## config.mk

```make
export PLATFORM = sky130hd
export DESIGN_NAME = drive_profile_state_machine
export DESIGN_NICKNAME = d
export VERILOG_FILES = /design/src/rtl/drive_profile_pkg.sv /design/src/rtl/drive_profile_state_machine.sv
export SDC_FILE = /design/constraint.sdc
export NUM_CORES = 1
export LEC_CHECK = 0
export ABC_AREA = 1
export BUFFER_PORTS_ARGS = -buffer_cell sky130_fd_sc_hd__buf_2
export CAP_MARGIN = 15
export CORE_MARGIN = 1.5
export CORE_UTILIZATION = 30
export CTS_CLUSTER_SIZE = 16
export DETAILED_ROUTE_END_ITERATION = 6
export GPL_ROUTABILITY_DRIVEN = 0
export PLACE_DENSITY = 0.58
export SYNTH_ARGS = -nofsm -noshare
export SYNTH_HDL_FRONTEND = slang
export SYNTH_SLANG_ARGS = --single-unit
```

## constraint.sdc

```tcl
create_clock -name clk -period 1.65 [get_ports clk]
set_clock_uncertainty 0.2 [all_clocks]
set_input_delay 0.33 -clock clk [delete_from_list [all_inputs] [get_ports clk]]
set_output_delay 0.33 -clock clk [all_outputs]
set_load 0.02 [all_outputs]
```

## src/rtl/drive_profile_pkg.sv

```systemverilog
// Shared constants and carrier types for the drive profile state machine.
// Assumes a single 125 MHz clock domain and an active-low async reset.
package drive_profile_pkg;

  // ----------------------------------------
  // Object indices
  // ----------------------------------------
  localparam logic [15:0] cmd_word_idx = 16'h6040;
  localparam logic [15:0] state_word_idx = 16'h6041;
  localparam logic [15:0] err_reg_idx = 16'h1001;

  // ----------------------------------------
  // Command word bit positions
  // ----------------------------------------
  localparam int cw_so = 0;
  localparam int cw_ev = 1;
  localparam int cw_qs = 2;
  localparam int cw_eo = 3;
  localparam int cw_fr = 7;

  // ----------------------------------------
  // Status word bit positions
  // ----------------------------------------
  localparam int sw_rtso = 0;
  localparam int sw_so = 1;
  localparam int sw_oe = 2;
  localparam int sw_fault = 3;
  localparam int sw_ve = 4;
  localparam int sw_qs = 5;
  localparam int sw_sod = 6;

  // ----------------------------------------
  // Emergency message layout
  // ----------------------------------------
  localparam logic [15:0] emcy_code = 16'hff00;
  localparam logic [7:0] emcy_reserved = 8'h00;
  localparam int emcy_bytes = 8;

  // ----------------------------------------
  // Timing counts
  // ----------------------------------------
  localparam int clk_mhz = 125;
  localparam int init_time_us = 10;
  localparam int init_cycles = init_time_us * clk_mhz;
  localparam int fault_react_us = 4;
  localparam int fault_react_cycles = fault_react_us * clk_mhz;
  localparam int free_cycle_us = 20;
  localparam int free_cycle_cycles = free_cycle_us * clk_mhz;
  localparam int cnt_w = 16;

  // ----------------------------------------
  // Sync modes and states
  // ----------------------------------------
  localparam logic sync_free_run = 1'b0;
  localparam logic sync_dc = 1'b1;

  typedef enum logic [2:0] {
    st_not_ready,
    st_sw_on_disabled,
    st_ready,
    st_switched_on,
    st_op_enabled,
    st_quick_stop,
    st_fault_react,
    st_fault
  } drive_state_e;

  typedef struct packed {
    logic [15:0] alarm_code;
    logic [7:0] err_reg;
  } alarm_info_s;

  typedef struct packed {
    logic [7:0] byte7;
    logic [7:0] byte6;
    logic [7:0] byte5;
    logic [7:0] byte4;
    logic [7:0] byte3;
    logic [7:0] byte2;
    logic [7:0] byte1;
    logic [7:0] byte0;
  } emcy_msg_s;

endpackage

```

## src/rtl/drive_profile_state_machine.sv

```systemverilog
// Drive power state machine, sync mode selection and emergency message.
// Assumes command word and sync setting come from same-clock fieldbus logic;
// sync0 and servo alarm arrive asynchronously from outside.
`timescale 1ns/1ps
`default_nettype none

// What this block does
// RL1: Two sync modes, free-run or distributed clock, picked by sync control.
// RL2: Free-run mode paces processing from an internal cycle counter.
// RL3: DC mode paces processing from each Sync0 event.
// RL4: Application timing derives from Sync0 of the shared reference clock.
// RL5: Servo alarm queues an emergency message toward the mailbox.
// RL6: Message is 8 bytes: code FF00, error register, alarm code, reserved.
// RL7: After reset stay not-ready during init, then go switch-on-disabled.
// RL8: Switch-on-disabled keeps main power off.
// RL9: Ready permits main power, drive function disabled.
// RL10: Switched-on has main power applied, drive function disabled.
// RL11: Operation enabled turns drive function and servo on.
// RL12: Quick stop command in operation enabled enters quick-stop-active, running quick stop.
// RL13: Alarm enters fault reaction, then settles in fault with alarm held; an alarm rising in not-ready only queues the message.
// RL14: Command word bits decode shutdown, switch on, enable, disable, reset.
// RL15: Status bits 6,5,3,2,1,0 encode state; bit 4 unspecified.
// RL16: Reset returns to not-ready and clears command bit 7 history.
module drive_profile_state_machine (
  input wire logic clk, // 125 MHz clock
  input wire logic nrst, // Async reset, active low
  input wire logic [15:0] drive_command_word, // Command word, same clock
  input wire logic sync_mode, // Sync control: 0 free-run, 1 DC
  input wire logic sync0_in, // Sync0 event pin, async
  input wire logic servo_alarm_in, // Servo alarm level, async
  input wire logic [15:0] alarm_code, // Servo alarm code
  input wire logic [7:0] error_register, // Error register contents
  input wire logic emcy_ready, // Mailbox takes the message
  output logic [15:0] drive_state_report_word, // Status word
  output logic proc_tick, // Processing cycle pulse
  output logic main_power_en, // Main power allowed on
  output logic drive_en, // Drive function and servo on
  output logic quick_stop_run, // Quick stop function active
  output logic fault_react_run, // Alarm handling sequence active
  output logic alarm_active, // Alarm held in fault reaction or fault
  output logic emcy_valid, // Emergency message pending
  output logic [63:0] emcy_data // Emergency message bytes 0..7
);

  typedef struct packed {
    drive_profile_pkg::drive_state_e st;
    logic [15:0] cnt;
    logic [15:0] tick_cnt;
    logic fr_prev;
    logic [2:0] sync0_sy;
    logic sync0_prev;
    logic [2:0] alarm_sy;
    logic alarm_lvl;
    logic tick;
    logic emcy_v;
    drive_profile_pkg::emcy_msg_s emcy;
    logic [15:0] sw;
  } state_s;

  state_s s_r;
  state_s s_nxt;

  // ----------------------------------------
  // Status word encoding
  // ----------------------------------------
  function automatic logic [15:0] status_of(
    input drive_profile_pkg::drive_state_e st
  );
    logic [15:0] w;
    w = 16'h0000;
    case (st)
      drive_profile_pkg::st_not_ready: begin
        w = 16'h0000;
      end
      drive_profile_pkg::st_sw_on_disabled: begin
        w[drive_profile_pkg::sw_sod] = 1'b1;
        w[drive_profile_pkg::sw_qs] = 1'b1;
      end
      drive_profile_pkg::st_ready: begin
        w[drive_profile_pkg::sw_qs] = 1'b1;
        w[drive_profile_pkg::sw_rtso] = 1'b1;
      end
      drive_profile_pkg::st_switched_on: begin
        w[drive_profile_pkg::sw_qs] = 1'b1;
        w[drive_profile_pkg::sw_so] = 1'b1;
        w[drive_profile_pkg::sw_rtso] = 1'b1;
      end
      drive_profile_pkg::st_op_enabled: begin
        w[drive_profile_pkg::sw_qs] = 1'b1;
        w[drive_profile_pkg::sw_oe] = 1'b1;
        w[drive_profile_pkg::sw_so] = 1'b1;
        w[drive_profile_pkg::sw_rtso] = 1'b1;
      end
      drive_profile_pkg::st_quick_stop: begin
        // Quick stop bit low while quick stop runs
        w[drive_profile_pkg::sw_oe] = 1'b1;
        w[drive_profile_pkg::sw_so] = 1'b1;
        w[drive_profile_pkg::sw_rtso] = 1'b1;
      end
      drive_profile_pkg::st_fault_react: begin
        w[drive_profile_pkg::sw_qs] = 1'b1;
        w[drive_profile_pkg::sw_fault] = 1'b1;
        w[drive_profile_pkg::sw_oe] = 1'b1;
        w[drive_profile_pkg::sw_so] = 1'b1;
        w[drive_profile_pkg::sw_rtso] = 1'b1;
      end
      default: begin
        w[drive_profile_pkg::sw_qs] = 1'b1;
        w[drive_profile_pkg::sw_fault] = 1'b1;
      end
    endcase
    // Voltage enabled reported from main power state
    if (st == drive_profile_pkg::st_switched_on ||
        st == drive_profile_pkg::st_op_enabled ||
        st == drive_profile_pkg::st_quick_stop ||
        st == drive_profile_pkg::st_fault_react) begin
      w[drive_profile_pkg::sw_ve] = 1'b1;
    end
    return w;
  endfunction

  logic cw_disable_v;
  logic cw_quick_stop;
  logic cw_shutdown;
  logic cw_switch_on;
  logic cw_enable_op;
  logic cw_fault_reset;
  logic alarm_new;
  logic sync0_rise;

  // ----------------------------------------
  // Command decode
  // ----------------------------------------
  always_comb begin
    cw_disable_v = ~drive_command_word[drive_profile_pkg::cw_ev]; // RL14
    cw_quick_stop = drive_command_word[drive_profile_pkg::cw_ev] &
      ~drive_command_word[drive_profile_pkg::cw_qs]; // RL14
    cw_shutdown = drive_command_word[2:0] == 3'b110; // RL14
    cw_switch_on = drive_command_word[3:0] == 4'b0111; // RL14
    cw_enable_op = drive_command_word[3:0] == 4'b1111; // RL14
    cw_fault_reset = drive_command_word[drive_profile_pkg::cw_fr] &
      ~s_r.fr_prev; // RL14
  end

  // ----------------------------------------
  // Next state
  // ----------------------------------------
  always_comb begin
    s_nxt = s_r;
    s_nxt.fr_prev = drive_command_word[drive_profile_pkg::cw_fr];
    // Stage one feeds only stage two of each synchroniser
    s_nxt.sync0_sy = {s_r.sync0_sy[1:0], sync0_in};
    s_nxt.alarm_sy = {s_r.alarm_sy[1:0], servo_alarm_in};
    // Level changes once second and third stages agree
    if (s_r.sync0_sy[2] == s_r.sync0_sy[1]) begin
      s_nxt.sync0_prev = s_r.sync0_sy[2];
    end
    if (s_r.alarm_sy[2] == s_r.alarm_sy[1]) begin
      s_nxt.alarm_lvl = s_r.alarm_sy[2];
    end
    sync0_rise = s_r.sync0_sy[2] & s_r.sync0_sy[1] & ~s_r.sync0_prev;
    alarm_new = s_r.alarm_sy[2] & s_r.alarm_sy[1] & ~s_r.alarm_lvl;

    // Processing cycle pacing
    s_nxt.tick = 1'b0;
    if (sync_mode == drive_profile_pkg::sync_dc) begin
      s_nxt.tick_cnt = 16'h0000;
      s_nxt.tick = sync0_rise; // RL3 RL4
    end else if (s_r.tick_cnt ==
                 16'(drive_profile_pkg::free_cycle_cycles - 1)) begin
      s_nxt.tick_cnt = 16'h0000; // RL1
      s_nxt.tick = 1'b1; // RL2
    end else begin
      s_nxt.tick_cnt = s_r.tick_cnt + 16'h0001; // RL2
    end

    // Emergency message queue; new alarm wins over handshake
    if (s_r.emcy_v && emcy_ready) begin
      s_nxt.emcy_v = 1'b0;
    end
    if (alarm_new) begin
      s_nxt.emcy_v = 1'b1; // RL5
      s_nxt.emcy.byte0 = drive_profile_pkg::emcy_code[7:0]; // RL6
      s_nxt.emcy.byte1 = drive_profile_pkg::emcy_code[15:8]; // RL6
      s_nxt.emcy.byte2 = error_register; // RL6
      s_nxt.emcy.byte3 = drive_profile_pkg::emcy_reserved; // RL6
      s_nxt.emcy.byte4 = alarm_code[7:0]; // RL6
      s_nxt.emcy.byte5 = alarm_code[15:8]; // RL6
      s_nxt.emcy.byte6 = drive_profile_pkg::emcy_reserved; // RL6
      s_nxt.emcy.byte7 = drive_profile_pkg::emcy_reserved; // RL6
    end

    // Power state machine
    case (s_r.st)
      drive_profile_pkg::st_not_ready: begin
        // Commands are ignored until init completes
        if (s_r.cnt == 16'(drive_profile_pkg::init_cycles - 1)) begin
          s_nxt.st = drive_profile_pkg::st_sw_on_disabled; // RL7
          s_nxt.cnt = 16'h0000;
        end else begin
          s_nxt.cnt = s_r.cnt + 16'h0001; // RL7
        end
      end
      drive_profile_pkg::st_sw_on_disabled: begin
        if (cw_shutdown) begin
          s_nxt.st = drive_profile_pkg::st_ready; // RL14
        end
      end
      drive_profile_pkg::st_ready: begin
        if (cw_disable_v || cw_quick_stop) begin
          s_nxt.st = drive_profile_pkg::st_sw_on_disabled; // RL14
        end else if (cw_enable_op) begin
          s_nxt.st = drive_profile_pkg::st_op_enabled; // RL14
        end else if (cw_switch_on) begin
          s_nxt.st = drive_profile_pkg::st_switched_on; // RL14
        end
      end
      drive_profile_pkg::st_switched_on: begin
        if (cw_disable_v || cw_quick_stop) begin
          s_nxt.st = drive_profile_pkg::st_sw_on_disabled; // RL14
        end else if (cw_shutdown) begin
          s_nxt.st = drive_profile_pkg::st_ready; // RL14
        end else if (cw_enable_op) begin
          s_nxt.st = drive_profile_pkg::st_op_enabled; // RL14
        end
      end
      drive_profile_pkg::st_op_enabled: begin
        if (cw_disable_v) begin
          s_nxt.st = drive_profile_pkg::st_sw_on_disabled; // RL14
        end else if (cw_quick_stop) begin
          s_nxt.st = drive_profile_pkg::st_quick_stop; // RL12
        end else if (cw_shutdown) begin
          s_nxt.st = drive_profile_pkg::st_ready; // RL14
        end else if (cw_switch_on) begin
          s_nxt.st = drive_profile_pkg::st_switched_on; // RL14
        end
      end
      drive_profile_pkg::st_quick_stop: begin
        if (cw_disable_v) begin
          s_nxt.st = drive_profile_pkg::st_sw_on_disabled; // RL14
        end else if (cw_enable_op) begin
          s_nxt.st = drive_profile_pkg::st_op_enabled; // RL14
        end
      end
      drive_profile_pkg::st_fault_react: begin
        // Commands ignored while the alarm sequence runs
        if (s_r.cnt == 16'(drive_profile_pkg::fault_react_cycles - 1)) begin
          s_nxt.st = drive_profile_pkg::st_fault; // RL13
          s_nxt.cnt = 16'h0000;
        end else begin
          s_nxt.cnt = s_r.cnt + 16'h0001; // RL13
        end
      end
      default: begin
        // Fault reset needs a fresh bit 7 edge and a cleared alarm
        if (cw_fault_reset && !s_r.alarm_lvl) begin
          s_nxt.st = drive_profile_pkg::st_sw_on_disabled; // RL14
        end
      end
    endcase
    // Alarm overrides any command outside the fault states and not-ready
    if (alarm_new && s_r.st != drive_profile_pkg::st_fault &&
        s_r.st != drive_profile_pkg::st_fault_react &&
        s_r.st != drive_profile_pkg::st_not_ready) begin
      s_nxt.st = drive_profile_pkg::st_fault_react; // RL13
      s_nxt.cnt = 16'h0000;
    end
    s_nxt.sw = status_of(s_nxt.st); // RL15
  end

  // ----------------------------------------
  // State register
  // ----------------------------------------
  always_ff @(posedge clk or negedge nrst) begin
    if (!nrst) begin
      s_r <= '0; // RL16
    end else begin
      s_r <= s_nxt;
    end
  end

  // ----------------------------------------
  // Outputs
  // ----------------------------------------
  assign drive_state_report_word = s_r.sw;
  assign proc_tick = s_r.tick;
  // Power and drive enables decode the registered state
  assign main_power_en = s_r.st == drive_profile_pkg::st_ready ||
    s_r.st == drive_profile_pkg::st_switched_on ||
    s_r.st == drive_profile_pkg::st_op_enabled ||
    s_r.st == drive_profile_pkg::st_quick_stop ||
    s_r.st == drive_profile_pkg::st_fault_react; // RL8 RL9 RL10
  assign drive_en = s_r.st == drive_profile_pkg::st_op_enabled; // RL11
  assign quick_stop_run = s_r.st == drive_profile_pkg::st_quick_stop; // RL12
  assign fault_react_run = s_r.st == drive_profile_pkg::st_fault_react; // RL13
  assign alarm_active = s_r.st == drive_profile_pkg::st_fault ||
    s_r.st == drive_profile_pkg::st_fault_react; // RL13
  assign emcy_valid = s_r.emcy_v;
  assign emcy_data = s_r.emcy;

endmodule

`default_nettype wire

```

==> implementation parameters <==
Parameter                              Value

Clocking
  Insertion delay to the later sink of the worst-skew pair ... approximately 0.34 ns
  Number of clock sinks seen by CTS ... a little under 80
  Cell at the root of the clock tree ... clkbuf_16
  Clock-pin slew on the worst setup and hold paths ... approximately 0.06 ns
  Cts bufs inserted ... 9
  Number of H-tree branching levels ... 3
  Clock tree from TritonCTS ... built
  Number of buffers between clock root and the deepest sink ... 2

Placement
  IO buf count ... 80
  Pre-CTS setup slack ... -0.200 ns
  Post-detailed-placement half-perimeter wirelength ... ~6.9 mm

Pwr
  Net switching power ... 1.45 mW
  Switching part of the total ... 0.282
  Power density normalized to cell area ... 830 mW/mm^2
  Max VDD drop ... approximately 0.45 mV
  Sum of internal, switching and leakage power ... 5.12 mW
  Clock group share of total power ... 0.399
  Relative contribution of combinational cells to total power ... 0.172
  Cell leakage power ... between 2 and 3 nW
  Sequential power share ... 0.430
  Cell-internal power ... 3.68 mW

Timing
  Share of the clock period used by the worst path after layout ... 1.19
  Upper clock frequency limit ... ~510 MHz
  Final Hold Vio Count ... 0
  Min cycle time layout ... 1.96 ns
  # setup viols final ... 34
  Final count of pins violating max slew ... 0
  Final Worst Setup Slack ... -0.314 ns
  Setup TNS Final ... -4.87 ns
  RSZ-0062 raised after global routing ... yes

Routing
  Count of antenna-violating nets left after detailed routing ... 0
  First-iteration detailed-routing DRC count ... ~140
  Avg Vias per Cell ... ~4.4
  Vias ... approximately 3,600
  Average wire length per cell after detail routing ... around 12 microns
  DRC violation count after routing ... 0
  DR pass1 iterations ... 4
  Total wirelength of the detailed-routed design ... slightly above 10 mm

Logic synthesis
  Gate count after technology mapping ... around 490
  Sequential cell area fraction in the yosys report ... 0.454
  Post-synth EDFFs ... 0
  Post-synth top area cell ... dfrtp_1
  YS warnings ... 0
  Post-synthesis sequential element count ... 78
  Most instantiated cells after synthesis ... buf_4 (81), dfrtp_1 (78), nor2_1 (68)
  Most frequently used cell type in the post-synthesis netlist ... buf_4
  Synthesized cell area ... between 0.004 and 0.005 sq mm
  Avg Cell Area, Syn ... 8.82 sq um
  Most used flip-flop cell after synthesis ... dfrtp_1
  Yosys cell types ... 35
  Top area cells in the synthesized netlist ... dfrtp_1 (45%), buf_4 (14%), mux2_2 (6.3%)
  Area fraction of the dominant cell type after synthesis ... 0.454
  Share of synthesized registers carrying an async set or reset ... 1.00

Critical path
  Arrival time of the worst setup path ... roughly 1.4 ns
  Required time worst endpoint ... 1.12 ns
  CP Class ... register to output port
  Crit-path cells ... nor2_4 > buf_12 > or2_1 > inv_2 > buf_4 > buf_6
  Crit. End Element ... output port
  Stage delay of the slowest cell on the critical path ... around 0.45 ns
  Standard cell with the maximum stage delay on the critical path ... dfrtp_2
  Register-to-Register Setup Slack ... -0.20 ns
  Startpoint kind of the worst setup timing path ... register
  Start point of the critical path ... s_r[125]
  Startpoint of the worst register-to-register path ... s_r[125]
  CP Max Fanout ... 4

Floorplanning
  Starting density of the core ... 0.308
  Y dimension of the die ... 123 microns
  Die extent in x ... 123 microns
  Count of standard-cell rows ... 43
  Core box area ... 0.0139 sq mm
  IO Pins ... ~130
  Total Die Area ... 0.0150 sq mm

GRT
  Global-route wire length before repair ... 15.7 mm
  Congestion Overflow GR ... 0
  Number of antenna violations at the first check in global routing ... 0
  Vias in the first global route ... roughly 3,500
  All-layer global routing usage ... 0.133
  Largest net degree at the start of global routing ... 30

Hold path
  Worst hold path class ... input port to register
  Startpoint of the worst hold path ... alarm_code[2]

Job
  Max capacitance violation total ... 0

Finish
  Fraction of layout instances using a drive strength above 1 ... 0.521
  Antenna diode count ... 0
  # nets final ... just under 700
  Area growth, synth to finish ... 43.7%

Status
  Violated checks ... setup timing
  Run status ... finished, violations left
repair_timing:
action / CTS / global route
setup endpoints to repair: 56 / 69
hold buffers: 5 / 0
gates resized for setup: 63 / 94
endpoints found under the hold margin: 50 / 0
pin swaps: 21 / 41
setup buffers: 14 / 10
path summary, 6_finish.rpt:
check,endpoint,cells past startpoint
min in group asynchronous,s_r[120],2
hold reg to reg,s_r[89],0
setup / recovery,main_power_en,6
max in group asynchronous,s_r[124],3
setup reg to reg,s_r[112],9
hold / removal,emcy_data[34],2
layout by cell type (no fill, tap or decap), types with 4 or more instances in the layout:
| cell | Yosys | layout |
|---|---|---|
| nand3_4 | 1 | 6 |
| inv_4 | 0 | 4 |
| dfrtp_1 | 78 | 75 |
| a21oi_2 | 0 | 6 |
| xor2_1 | 11 | 11 |
| inv_2 | 8 | 12 |
| nor2_4 | 2 | 15 |
| buf_4 | 81 | 82 |
| nand4_1 | 8 | 8 |
| clkbuf_16 | 0 | 9 |
| inv_1 | 41 | 31 |
| nand3_1 | 25 | 15 |
| buf_12 | 0 | 5 |
| nand2_4 | 1 | 6 |
| o21ai_0 | 10 | 4 |
| o21ai_2 | 0 | 6 |
| nand2_2 | 5 | 13 |
| buf_6 | 0 | 17 |
| a21oi_1 | 18 | 12 |
| nor2_2 | 3 | 13 |
| buf_2 | 2 | 74 |
| nand2_1 | 61 | 48 |
| conb_1 | 1 | 41 |
| dlygate4sd3_1 | 0 | 5 |
| nor2_1 | 68 | 45 |
| mux2_2 | 24 | 24 |
| nand3_2 | 2 | 7 |
| nor3_2 | 0 | 8 |
cell type report:
class	instances	area (sq um)
inverters	49	206
fillers	1349	7760
multi-input cells	315	2150
repair buffers	183	1330
clock inverters	6	68.8
flip-flops and latches	78	1960
clock buffers	10	239
well taps	180	225
per-stage QoR:
stage,cells,util,hold slack (ns),cell area (sq um)
2_1_floorplan,527,-,-0.166,4470
3_3_place_gp,777,0.364,0.0436,5070
3_5_place_dp,777,0.364,0.0482,5070
4_1_cts,812,0.415,0.00680,5780
5_1_grt,821,0.443,0.0165,6170
6_report,821,0.443,0.0198,6170
critical path, delay by kind of cell, from the launching register on:
| family | cells | cell delay, ns |
|---|---|---|
| simple gates | 2 | 0.26 |
| buf+inv | 4 | 0.39 |
| flops | 1 | 0.45 |
layer usage:
metal | vias up | GRT usage | part of all wire
met2 | 95 | 0.226 | 0.52
met1 | 1717 | 0.158 | 0.42
met3 | 16 | 0.0400 | 0.043
met5 | - | 0 | 0
met4 | 0 | 0.0487 | 0.015
li1 | 1745 | - | -
kinds of logic (layout without fill, tap and decap cells):
group / Yosys count / count (layout) / synth area share
compound gates: 34 / 34 / 0.0431
xor+xnor: 11 / 11 / 0.0224
fa+ha+maj: 5 / 5 / 0.0146
buf+inv: 134 / 248 / 0.188
flops: 78 / 78 / 0.454
mux: 25 / 25 / 0.0652
other cells: 1 / 41 / 0.000873
simple gates: 199 / 199 / 0.211
state kept, by name, indices dropped and copies added (netlist names):
| register | cells |
|---|---|
| emcy_valid | 1 |
| drive_state_report_word | 7 |
| s_nxt | 4 |
| s_r | 40 |
| proc_tick | 1 |
| emcy_data | 25 |
power groups by stage:
stage | logic, mW | clock network, mW | registers (mW)
after floorplan | 0.845 | 0 | 2.22
after CTS | 0.866 | 2.10 | 2.20
final | 0.880 | 2.04 | 2.20
after global placement | 0.837 | 0 | 2.22
after global routing | 0.960 | 2.18 | 2.23
after detailed placement | 0.852 | 0 | 2.24
(Power assumes the default switching activity.)
